`src/hdl/cwd_pkg.sv`:
```
// Package for the configuration word decoder: field layout, encodings, register map.
// Assumes an APB slave with 32-bit data and one aligned word per register.
package cwd_pkg;

  // ==========================================================================
  // Word layout
  localparam int unsigned WORD_W       = 14;
  localparam int unsigned CP_HI_LSB    = 12;
  localparam int unsigned BORV_LSB     = 10;
  localparam int unsigned CP_MID_LSB   = 8;
  localparam int unsigned UNIMPL_BIT   = 7;
  localparam int unsigned BOREN_BIT    = 6;
  localparam int unsigned CP_LO_LSB    = 4;
  localparam int unsigned POWERUP_TIMER_BIT     = 3;
  localparam int unsigned WDT_BIT      = 2;
  localparam int unsigned OSC_LSB      = 0;

  // Erased word: every bit one, protection off
  localparam logic [13:0] WORD_ERASED  = 14'h3FFF;

  // ==========================================================================
  // Encodings
  typedef enum logic [1:0] {
    CWD_OSC_LP = 2'h0,
    CWD_OSC_XT = 2'h1,
    CWD_OSC_HS = 2'h2,
    CWD_OSC_RC = 2'h3
  } cwd_osc_type;

  localparam logic [1:0] CP_OFF        = 2'h3;
  localparam logic [1:0] CP_UPPER      = 2'h2;
  localparam logic [1:0] CP_UPPER3Q    = 2'h1;
  localparam logic [1:0] CP_ALL        = 2'h0;

  localparam logic [11:0] ADDR_TOP     = 12'hFFF;
  localparam logic [11:0] ADDR_0800    = 12'h800;
  localparam logic [11:0] ADDR_0400    = 12'h400;
  localparam logic [11:0] ADDR_0000    = 12'h000;

  // Trip level in tenths of a volt
  localparam logic [5:0] BOR_25        = 6'h19;
  localparam logic [5:0] BOR_27        = 6'h1B;
  localparam logic [5:0] BOR_42        = 6'h2A;
  localparam logic [5:0] BOR_45        = 6'h2D;

  typedef struct packed {
    logic        prot_on;
    logic [11:0] prot_lo;
    logic [11:0] prot_hi;
    logic [5:0]  bor_tenths;
    logic        bor_en;
    logic        powerup_timer_en;
    logic        wdt_en;
    cwd_osc_type osc_mode;
    logic        ext_clk_ok;
  } cwd_dec_type;

  // ==========================================================================
  // Register map (byte addresses)
  localparam logic [11:0] OFS_WORD     = 12'h000;
  localparam logic [11:0] OFS_DECODE   = 12'h004;
  localparam logic [11:0] OFS_RANGE    = 12'h008;
  localparam logic [11:0] OFS_STATUS   = 12'h00C;

endpackage : cwd_pkg

```
`src/hdl/cwd_field_dec.sv`:
```
// Pure decode of a configuration word into its settings.
// Assumes the word is stable; purely combinational.
`timescale 1ns/1ps
`default_nettype none
module cwd_field_dec (
  input  wire logic [13:0]        word_in, // Configuration word
  output cwd_pkg::cwd_dec_type    dec_out  // Decoded settings
);

  logic [1:0] cp;
  assign cp = word_in[cwd_pkg::CP_HI_LSB +: 2];

  always_comb begin
    dec_out = '0;
    case (cp)
      cwd_pkg::CP_UPPER: begin
        dec_out.prot_on = 1'b1;
        dec_out.prot_lo = cwd_pkg::ADDR_0800;
      end
      cwd_pkg::CP_UPPER3Q: begin
        dec_out.prot_on = 1'b1;
        dec_out.prot_lo = cwd_pkg::ADDR_0400;
      end
      cwd_pkg::CP_ALL: begin
        dec_out.prot_on = 1'b1;
        dec_out.prot_lo = cwd_pkg::ADDR_0000;
      end
      default: begin
        dec_out.prot_on = 1'b0;
        dec_out.prot_lo = cwd_pkg::ADDR_0000;
      end
    endcase
    dec_out.prot_hi = dec_out.prot_on ? cwd_pkg::ADDR_TOP : cwd_pkg::ADDR_0000;
    case (word_in[cwd_pkg::BORV_LSB +: 2])
      2'h3:    dec_out.bor_tenths = cwd_pkg::BOR_25;
      2'h2:    dec_out.bor_tenths = cwd_pkg::BOR_27;
      2'h1:    dec_out.bor_tenths = cwd_pkg::BOR_42;
      default: dec_out.bor_tenths = cwd_pkg::BOR_45;
    endcase
    dec_out.bor_en     = word_in[cwd_pkg::BOREN_BIT];
    dec_out.powerup_timer_en    = ~word_in[cwd_pkg::POWERUP_TIMER_BIT];
    dec_out.wdt_en     = word_in[cwd_pkg::WDT_BIT];
    dec_out.osc_mode   = cwd_pkg::cwd_osc_type'(word_in[cwd_pkg::OSC_LSB +: 2]);
    dec_out.ext_clk_ok = (dec_out.osc_mode == cwd_pkg::CWD_OSC_HS);
  end

endmodule // cwd_field_dec
`default_nettype wire

```
`src/hdl/cwd_top.sv`:
```
// Configuration word decoder with an APB register view.
// Assumes cfg_word_in is static non-volatile bits, sampled after reset release.
//
// Functional notes
// - Protect field: 11 none, 10 0800-0FFF, 01 0400-0FFF, 00 all.
// - Bits 11-10 pick trip: 11 2.5V, 10 2.7V, 01 4.2V, 00 4.5V.
// - Bit 6 high enables brown-out reset, low disables it.
// - Bit 3 is active low power-up timer enable.
// - Bit 2 high runs the watchdog, low keeps it off.
// - Two select bits choose one of four oscillator modes.
// - External clock drive allowed only in high-speed mode.
`timescale 1ns/1ps
`default_nettype none
module cwd_top (
  input  wire logic        clk_sys_in,          // 250 MHz clock
  input  wire logic        rstn_in,             // Async reset, active low
  input  wire logic [13:0] cfg_word_in,         // Programmed word, static
  input  wire logic        psel_in,             // APB select
  input  wire logic        penable_in,          // APB enable
  input  wire logic        pwrite_in,           // APB write
  input  wire logic [11:0] paddr_in,            // APB byte address
  input  wire logic [31:0] pwdata_in,           // APB write data
  output logic             pready_out,          // APB ready
  output logic      [31:0] prdata_out,          // APB read data
  output logic             pslverr_out,         // APB error
  output logic             cfg_valid_out,       // Word latched; decoded outputs follow one cycle later
  output logic             code_protect_on_out, // Protection active
  output logic      [11:0] protect_lo_out,      // First protected address
  output logic      [11:0] protect_hi_out,      // Last protected address
  output logic      [5:0]  brownout_trip_voltage_out, // Trip level, tenths of a volt
  output logic             brownout_reset_en_out,     // Brown-out reset on
  output logic             powerup_timer_en_out,      // Power-up timer on
  output logic             watchdog_en_out,           // Watchdog runs
  output logic      [1:0]  osc_mode_sel_out,          // Oscillator mode
  output logic             ext_clock_allowed_out      // External clock allowed
);

  // ==========================================================================
  // Sampling: word passes two flops, then is latched once
  logic [13:0] sync1_q, sync1_d;
  logic [13:0] sync2_q, sync2_d;
  logic [13:0] word_q, word_d;
  logic [1:0]  cnt_q, cnt_d;
  logic        valid_q, valid_d;

  always_comb begin
    sync1_d = cfg_word_in;
    sync2_d = sync1_q;
    cnt_d   = cnt_q;
    word_d  = word_q;
    valid_d = valid_q;
    if (!valid_q) begin
      // Wait until the pipe holds a post-reset sample
      if (cnt_q == 2'h2) begin
        word_d  = sync2_q;
        valid_d = 1'b1;
      end else begin
        cnt_d = cnt_q + 2'h1;
      end
    end
  end

  always_ff @(posedge clk_sys_in or negedge rstn_in) begin
    if (!rstn_in) begin
      sync1_q <= cwd_pkg::WORD_ERASED;
      sync2_q <= cwd_pkg::WORD_ERASED;
      word_q  <= cwd_pkg::WORD_ERASED;
      cnt_q   <= 2'h0;
      valid_q <= 1'b0;
    end else begin
      sync1_q <= sync1_d;
      sync2_q <= sync2_d;
      word_q  <= word_d;
      cnt_q   <= cnt_d;
      valid_q <= valid_d;
    end
  end

  // ==========================================================================
  // Decode
  cwd_pkg::cwd_dec_type dec;
  cwd_pkg::cwd_dec_type dec_q;

  cwd_field_dec u_dec (
    .word_in (word_q),
    .dec_out (dec)
  );

  // Outputs not gated by valid: zero in reset, then the erased-word decode,
  // watchdog and brown-out on, protection off, until the word is known.
  always_ff @(posedge clk_sys_in or negedge rstn_in) begin
    if (!rstn_in) begin
      dec_q <= '0;
    end else begin
      dec_q <= dec;
    end
  end

  assign cfg_valid_out             = valid_q;
  assign code_protect_on_out       = dec_q.prot_on;
  assign protect_lo_out            = dec_q.prot_lo;
  assign protect_hi_out            = dec_q.prot_hi;
  assign brownout_trip_voltage_out = dec_q.bor_tenths;
  assign brownout_reset_en_out     = dec_q.bor_en;
  assign powerup_timer_en_out      = dec_q.powerup_timer_en;
  assign watchdog_en_out           = dec_q.wdt_en;
  assign osc_mode_sel_out          = dec_q.osc_mode;
  assign ext_clock_allowed_out     = dec_q.ext_clk_ok;

  // ==========================================================================
  // APB slave: read only except the status lock bit, zero wait states
  logic [31:0] rdata_q, rdata_d;
  logic        err_q, err_d;
  logic        lock_q, lock_d;
  logic        setup;

  assign setup = psel_in & ~penable_in;

  always_comb begin
    rdata_d = rdata_q;
    err_d   = 1'b0;
    lock_d  = lock_q;
    if (setup) begin
      rdata_d = '0;
      err_d   = pwrite_in;
      case (paddr_in)
        cwd_pkg::OFS_WORD: begin
          rdata_d[13:0]                 = word_q;
          rdata_d[cwd_pkg::UNIMPL_BIT]  = 1'b1;
        end
        cwd_pkg::OFS_DECODE: begin
          rdata_d[1:0]   = dec_q.osc_mode;
          rdata_d[2]     = dec_q.wdt_en;
          rdata_d[3]     = dec_q.powerup_timer_en;
          rdata_d[4]     = dec_q.bor_en;
          rdata_d[5]     = dec_q.ext_clk_ok;
          rdata_d[6]     = dec_q.prot_on;
          rdata_d[13:8]  = dec_q.bor_tenths;
        end
        cwd_pkg::OFS_RANGE: begin
          rdata_d[11:0]  = dec_q.prot_lo;
          rdata_d[27:16] = dec_q.prot_hi;
        end
        cwd_pkg::OFS_STATUS: begin
          rdata_d[0] = valid_q;
          rdata_d[1] = lock_q;
          // Status is the one writable word; its lock bit is applied in the access phase
          if (pwrite_in) begin
            err_d = 1'b0;
          end
        end
        default: begin
          err_d = 1'b1;
        end
      endcase
      // Writes to a locked map always error
      if (pwrite_in && lock_q) begin
        err_d = 1'b1;
      end
    end
    // Write takes effect only at the completing access edge
    if (psel_in && penable_in && pready_out && pwrite_in && !lock_q &&
        (paddr_in == cwd_pkg::OFS_STATUS) && pwdata_in[1]) begin
      lock_d = 1'b1;
    end
  end

  always_ff @(posedge clk_sys_in or negedge rstn_in) begin
    if (!rstn_in) begin
      rdata_q <= 32'h0000_0000;
      err_q   <= 1'b0;
      lock_q  <= 1'b0;
    end else begin
      rdata_q <= rdata_d;
      err_q   <= err_d;
      lock_q  <= lock_d;
    end
  end

  // Zero wait states: every access completes one cycle after setup
  assign pready_out  = 1'b1;
  assign prdata_out  = rdata_q;
  assign pslverr_out = psel_in & penable_in & err_q;
endmodule // cwd_top
`default_nettype wire

```
`config.mk`:
```
export PLATFORM = sky130hd
export DESIGN_NAME = cwd_top
export DESIGN_NICKNAME = d
export VERILOG_FILES = /design/src/hdl/cwd_pkg.sv /design/src/hdl/cwd_field_dec.sv /design/src/hdl/cwd_top.sv
export SDC_FILE = /design/constraint.sdc
export NUM_CORES = 1
export LEC_CHECK = 0
export ABC_AREA = 1
export BUFFER_PORTS_ARGS = -buffer_cell sky130_fd_sc_hd__buf_2
export CORE_UTILIZATION = 44
export CTS_BUF_LIST = sky130_fd_sc_hd__clkbuf_4 sky130_fd_sc_hd__clkbuf_8
export DETAILED_ROUTE_END_ITERATION = 6
export GPL_TIMING_DRIVEN = 0
export PLACE_DENSITY_LB_ADDON = 0.12
export SYNTH_ARGS = -nofsm -noshare
export SYNTH_HDL_FRONTEND = slang
export SYNTH_SLANG_ARGS = --single-unit
```
`constraint.sdc`:
```
create_clock -name clk_sys_in -period 1.3 [get_ports clk_sys_in]
set_input_delay 0.26 -clock clk_sys_in [delete_from_list [all_inputs] [get_ports clk_sys_in]]
set_output_delay 0.26 -clock clk_sys_in [all_outputs]
set_load 0.005 [all_outputs]
```
## Yosys cells after proc, flatten, opt, wreduce, memory -nomap -nowiden

Index checks and enable logic that the tools add are counted.
Widths: inputs -> output; s select.

- Div/mod/pow operators: 0
- Shift operators: 0
- Reduce and logical (&&, ||, !) cells: 12
- $lt $le $gt $ge: 0
- Equal/unequal tests: 10
- Muxes and demuxes: 14
- Multiply operators: 0
- $add $sub $neg: 1
- Bitwise operators: 7

Operator list:

| cell | count |
|---|---|
| $pmux 13 s3 | 1 |
| $eq 12x4->1 const B | 2 |
| $mux 12 | 2 |
| $pmux 6 s3 | 1 |
| $pmux 5 s3 | 1 |
| $eq 12x3->1 const B | 1 |
| $logic_not 12->1 | 1 |
| $pmux 4 s3 | 1 |
| $eq 2x2->1 const B | 5 |
| $pmux 2 s4 | 1 |
| $logic_and 1x1->1 | 6 |
| $eq 2x1->1 const B | 2 |
| $mux 1 | 4 |
| $not 1->1 | 4 |
| $pmux 1 s2 | 2 |
| $pmux 2 s2 | 1 |
| $reduce_and 2->1 | 2 |
| $and 1x1->1 | 3 |
| $reduce_or 3->1 | 1 |
| $add 2x1->2 const B | 1 |
| $logic_not 2->1 | 1 |
| $logic_not 1->1 | 1 |

- Word-level logic and storage cells: 61
- Memories: 0
- Bits in read-only memories: 0
- Input bits: 63
- Bits in latches: 0
- Register bits after elaboration: 110
- Memory bits (writable): 0
- Output and inout port bits: 72

## Logic depth before layout (Yosys ltp)

- Depth in word-level cells: 5
- Gate-level depth with buffers: 8
- Depth with buffers taken out: 8

## Modules after synthesis

From an unflattened synthesis, not the netlist that was laid out.

- Cells, all modules: 369
- Area, all modules: 4257.8 µm²

By module, submodules not included:

| module | area an instance (µm²) | cells each | sequential area each (µm²) | times used |
|---|---|---|---|---|
| cwd_top | 3930.0 | 321 | 2805.2 | 1 |
| cwd_field_dec | 327.8 | 48 | 0.0 | 1 |

## Worst setup path after synthesis

OpenSTA, ideal clock, no wires.

- Kind: register to register
- From: register cnt_q[0]
- To: register word_q[0]
- Data arrival time: 1.166 ns
- Setup time: 0.082 ns
- Data required time: 1.218 ns
- Slack: 0.052 ns
- Clock period less this slack: 1.248 ns
- Path buffers: 1
- Stages on the path, launching flop included: 6
- Path through: dfrtp_1 -> inv_1 -> ha_1 -> nand2_1 -> buf_2 -> mux2_2

- Cells in the longest elaborated chain, start to end: 2

Ends and longest elaborated chain:

| element | line | source |
|---|---|---|
| from (decl) | cwd_top.sv:43 | `logic [1:0] cnt_q, cnt_d;` |
| from (signal assigned) | cwd_top.sv:74 | `cnt_q <= cnt_d;` |
| $eq 2x2->1 | cwd_top.sv:54 | `if (cnt_q == 2'h2) begin` |
| $reduce_and 2->1 (no line) | -- |  |
| to (signal assigned) | cwd_top.sv:67 | `word_q <= cwd_pkg::WORD_ERASED;` |
| to (signal assigned) | cwd_top.sv:73 | `word_q <= word_d;` |
| to (decl) | cwd_top.sv:42 | `logic [13:0] word_q, word_d;` |

No other way between the ends.
A chain may end at the register's enable or synchronous reset.

==> results.yml <==
outcome:
  result_of_the_run: "complete, but fails checks"
  failed_checks: "setup timing"
finish:
  multi_input_area_um2: 855
  n_antenna_cell: 0
  final-seq-area_um2: 1900
  drive_above_1_share: 0.531
  layout.cell_area.non_filler_um2: 4240
  layout.nets: 480
  fillCellCount: 589
  flow.area_growth_from_synthesis_pct: 36.7
clock_tree:
  cts.path.max_buffers: 2
  clock_latency_ns: 0.34
  htreeDepth: 3
  clk_transition_reported_paths_ns: 0.08
  cts.root.buffer_cell: "clkbuf_8"
  tritoncts: "done"
  numCtsBuffers: 9
  clkSinkCount: 74
placement:
  place.port_buffers: 85
  place_congestion: 0.766
  dpl-instance-area_um2: 3710
  hpwlAfterDp_mm: 4.19
  place_ws_ns: -0.126
floorplan:
  start_util: 0.457
  die_h_um: 86.0
  row_count: 30
  dieArea_um2: 7390
  core_area_um2: 6790
  ios: 135
  die_w_um: 86.0
routing:
  remaining_drc_errors: 0
  first_pass_iters: 4
  initialDrtViolationCount: 139
  drt-vias-per-instance: 4.37
  post_drt_wl_per_cell_um: 12.4
  routed_wl_mm: 6.35
  dr_total_vias: 2239
  antenna_left: 0
timing:
  finalWorstSetupSlack_ns: -0.104
  layout_min_cycle_time_ns: 1.40
  finalHoldViolCount: 0
  rsz_0062_raised_after_global_routing: "yes"
  finalSetupTns_ns: -1.75
  timing.final.crit_share: 1.08
  clock-skew-final_ns: 0.00951
  setup_viol: 23
  maxClockFrequency_mhz: 712
  final-max-slew-violation-count: 0
  slew_headroom: 0.399
  tightest_slew_ns: 0.902
setup_path:
  criticalPathCategory: "flip-flop to primary output"
  setup.worst_path.start_class: "flip-flop"
  timing.critical_path.arrival_ns: 1.14
  regToRegSetupSlack_ns: 0.06
  end_kind: "primary output"
  worstPathMaxFanout: 8
  timing.critical_path.required_ns: 1.04
global_routing:
  grt_antenna_before_repair: 0
  groute.usage.overall: 0.178
  grt_pass1_wl_mm: 9.76
  grt_pass1_vias: 2015
  maximum_number_of_pins_on_one_net_before_global_route_repair: 75
  overflow: 0
power:
  vdd_drop_max_mv: 0.816
  static-leakage-power_nw: 2.18
  power.density_nw_per_um2: 1120
synthesis:
  synth_cell_type_count: 30
  synth_top_area_share: 0.330
  synth.avg_cell_area_um2: 11.1
  proportion_of_synthesized_flip_flops_having_asynchronous_set_or_reset: 1.00
  flop_and_latch_count_out_of_synthesis: 74
  synthesis.area_um2: 3100
  synth_edf_count: 0
  synth_top_flop_cell: "dfstp_2"
  synth-warning-count: 0
  ys_top_cells_by_area: "dfstp_2 (33%), dfrtp_1 (28%), buf_4 (9.9%), nand2_1 (5.0%), nand3_1 (4.5%)"
  synth-seq-area-share: 0.612
  synthDominantAreaCellType: "dfstp_2"
  synth_commonest_cells: "buf_4 (41), nand2_1 (41), dfstp_2 (39), dfrtp_1 (35), nand3_1 (28)"
  synthesized_instance_count: 279
job:
  drv_cap: 0
hold_path:
  min-delay-path-class: "input pin to asynchronous set/reset pin"
final cells by class:
class                   instances  area share
flip-flops and latches         74       0.449
repair buffers                105       0.165
clock buffers                   9      0.0292
plain buffers                  46      0.0920
multi-input cells             155       0.201
inverters                      20      0.0177
well taps                      96      0.0283
clock inverters                 7      0.0177
state kept, by name, indices dropped and copies added (netlist names):
signal and flops:
brownout_reset_en_out 1, brownout_trip_voltage_out 6, cfg_valid_out 1, cnt_q 2
err_q 1, ext_clock_allowed_out 1, lock_q 1, osc_mode_sel_out 2
powerup_timer_en_out 1, prdata_out 15, protect_hi_out 1, protect_lo_out 2
sync1_q 13, sync2_q 13, watchdog_en_out 1, word_q 13
logic make-up (layout without fill, tap and decap cells):
group / Yosys count / count (layout) / synth area share
and+or+nand+nor: 106 / 106 / 0.166
DFF: 74 / 74 / 0.612
buffers and inverters: 66 / 187 / 0.133
AOI/OAI and AO/OA: 18 / 18 / 0.0371
adders and majority gates: 6 / 6 / 0.0242
muxes: 6 / 6 / 0.0218
other: 2 / 18 / 0.00242
xor gates and xnor gates: 1 / 1 / 0.00282
per-layer routing:
metal,global-route usage,up-vias,routed length [um],share of wire
met4,0.0682,0,89,0.014
met2,0.286,78,3100,0.49
li1,-,1107,-,-
met1,0.222,1048,2730,0.43
met5,0,-,0,0
met3,0.0597,6,418,0.066
power by group:
group	switching (mW)	total (mW)	leakage, nW	internal (mW)
clock	0.891	1.79	0.101	0.901
sequential	0.0464	2.50	0.848	2.45
combinational	0.212	0.449	1.23	0.237
total	1.15	4.74	2.18	3.59
path summary, 6_finish.rpt:
| path | depth (start not counted) | from | end |
|---|---|---|---|
| max in group asynchronous | 1 | rstn_in | protect_hi_out[10]$_DFF_PN0_ |
| min in group clk_sys_in | 3 | pwdata_in[1] | lock_q$_DFFE_PN0P_ |
| worst max register to register | 3 | word_q[11]$_DFFE_PN1P_ | brownout_trip_voltage_out[5]$_DFF_PN0_ |
| worst min register to register | 0 | sync1_q[4]$_DFF_PN1_ | sync2_q[4]$_DFF_PN1_ |
| worst min-delay path | 1 | rstn_in | lock_q$_DFFE_PN0P_ |
| worst max-delay path | 3 | protect_hi_out[10]$_DFF_PN0_ | protect_hi_out[11] |
metrics by stage:
| stage | power, mW | std cells | hold slack (ns) | utilization |
|---|---|---|---|---|
| 6_report | 4.74 | 512 | 0.0276 | 0.624 |
| 5_1_grt | 4.95 | 512 | 0.0916 | 0.624 |
| 4_1_cts | 4.79 | 509 | 0.0620 | 0.618 |
| 3_5_place_dp | 2.90 | 476 | 0.347 | 0.546 |
| 3_3_place_gp | 2.89 | 476 | 0.345 | 0.546 |
| 2_1_floorplan | 2.71 | 295 | -0.0356 | - |
placed cells by master (no fill, tap or decap), types with 2 or more instances in the layout:
cell,synthesis,routed
nor3_2,3,3
nor2_1,20,20
mux2_2,6,6
buf_4,41,35
dfrtp_2,0,2
a31oi_1,3,3
nand2_2,4,5
ha_1,6,5
nor2_4,3,3
nand3_1,28,28
a21oi_1,8,8
dfstp_2,39,39
inv_6,0,2
inv_2,3,3
o221ai_1,4,4
nand2_1,41,40
inv_1,17,17
conb_1,2,18
clkbuf_8,0,9
buf_2,3,73
dlygate4sd3_1,0,13
buf_6,1,29
dfrtp_1,35,33
nor2_2,2,2
worst max-delay path, cell delays in order (launching register included):
cell and delay [ns]:
dfrtp_2 0.43, buf_6 0.15, buf_6 0.12, buf_6 0.10
what timing repair did:
action / CTS / global route
pin swaps: 0 / 1
setup buffers: 4 / 2
hold endpoints to repair: 13 / 0
cloned: 0 / 1
endpoints found under the setup margin: 35 / 34
resized for setup: 29 / 7
hold buffers: 13 / 0
No activity file was read; power rests on OpenSTA's default activity.
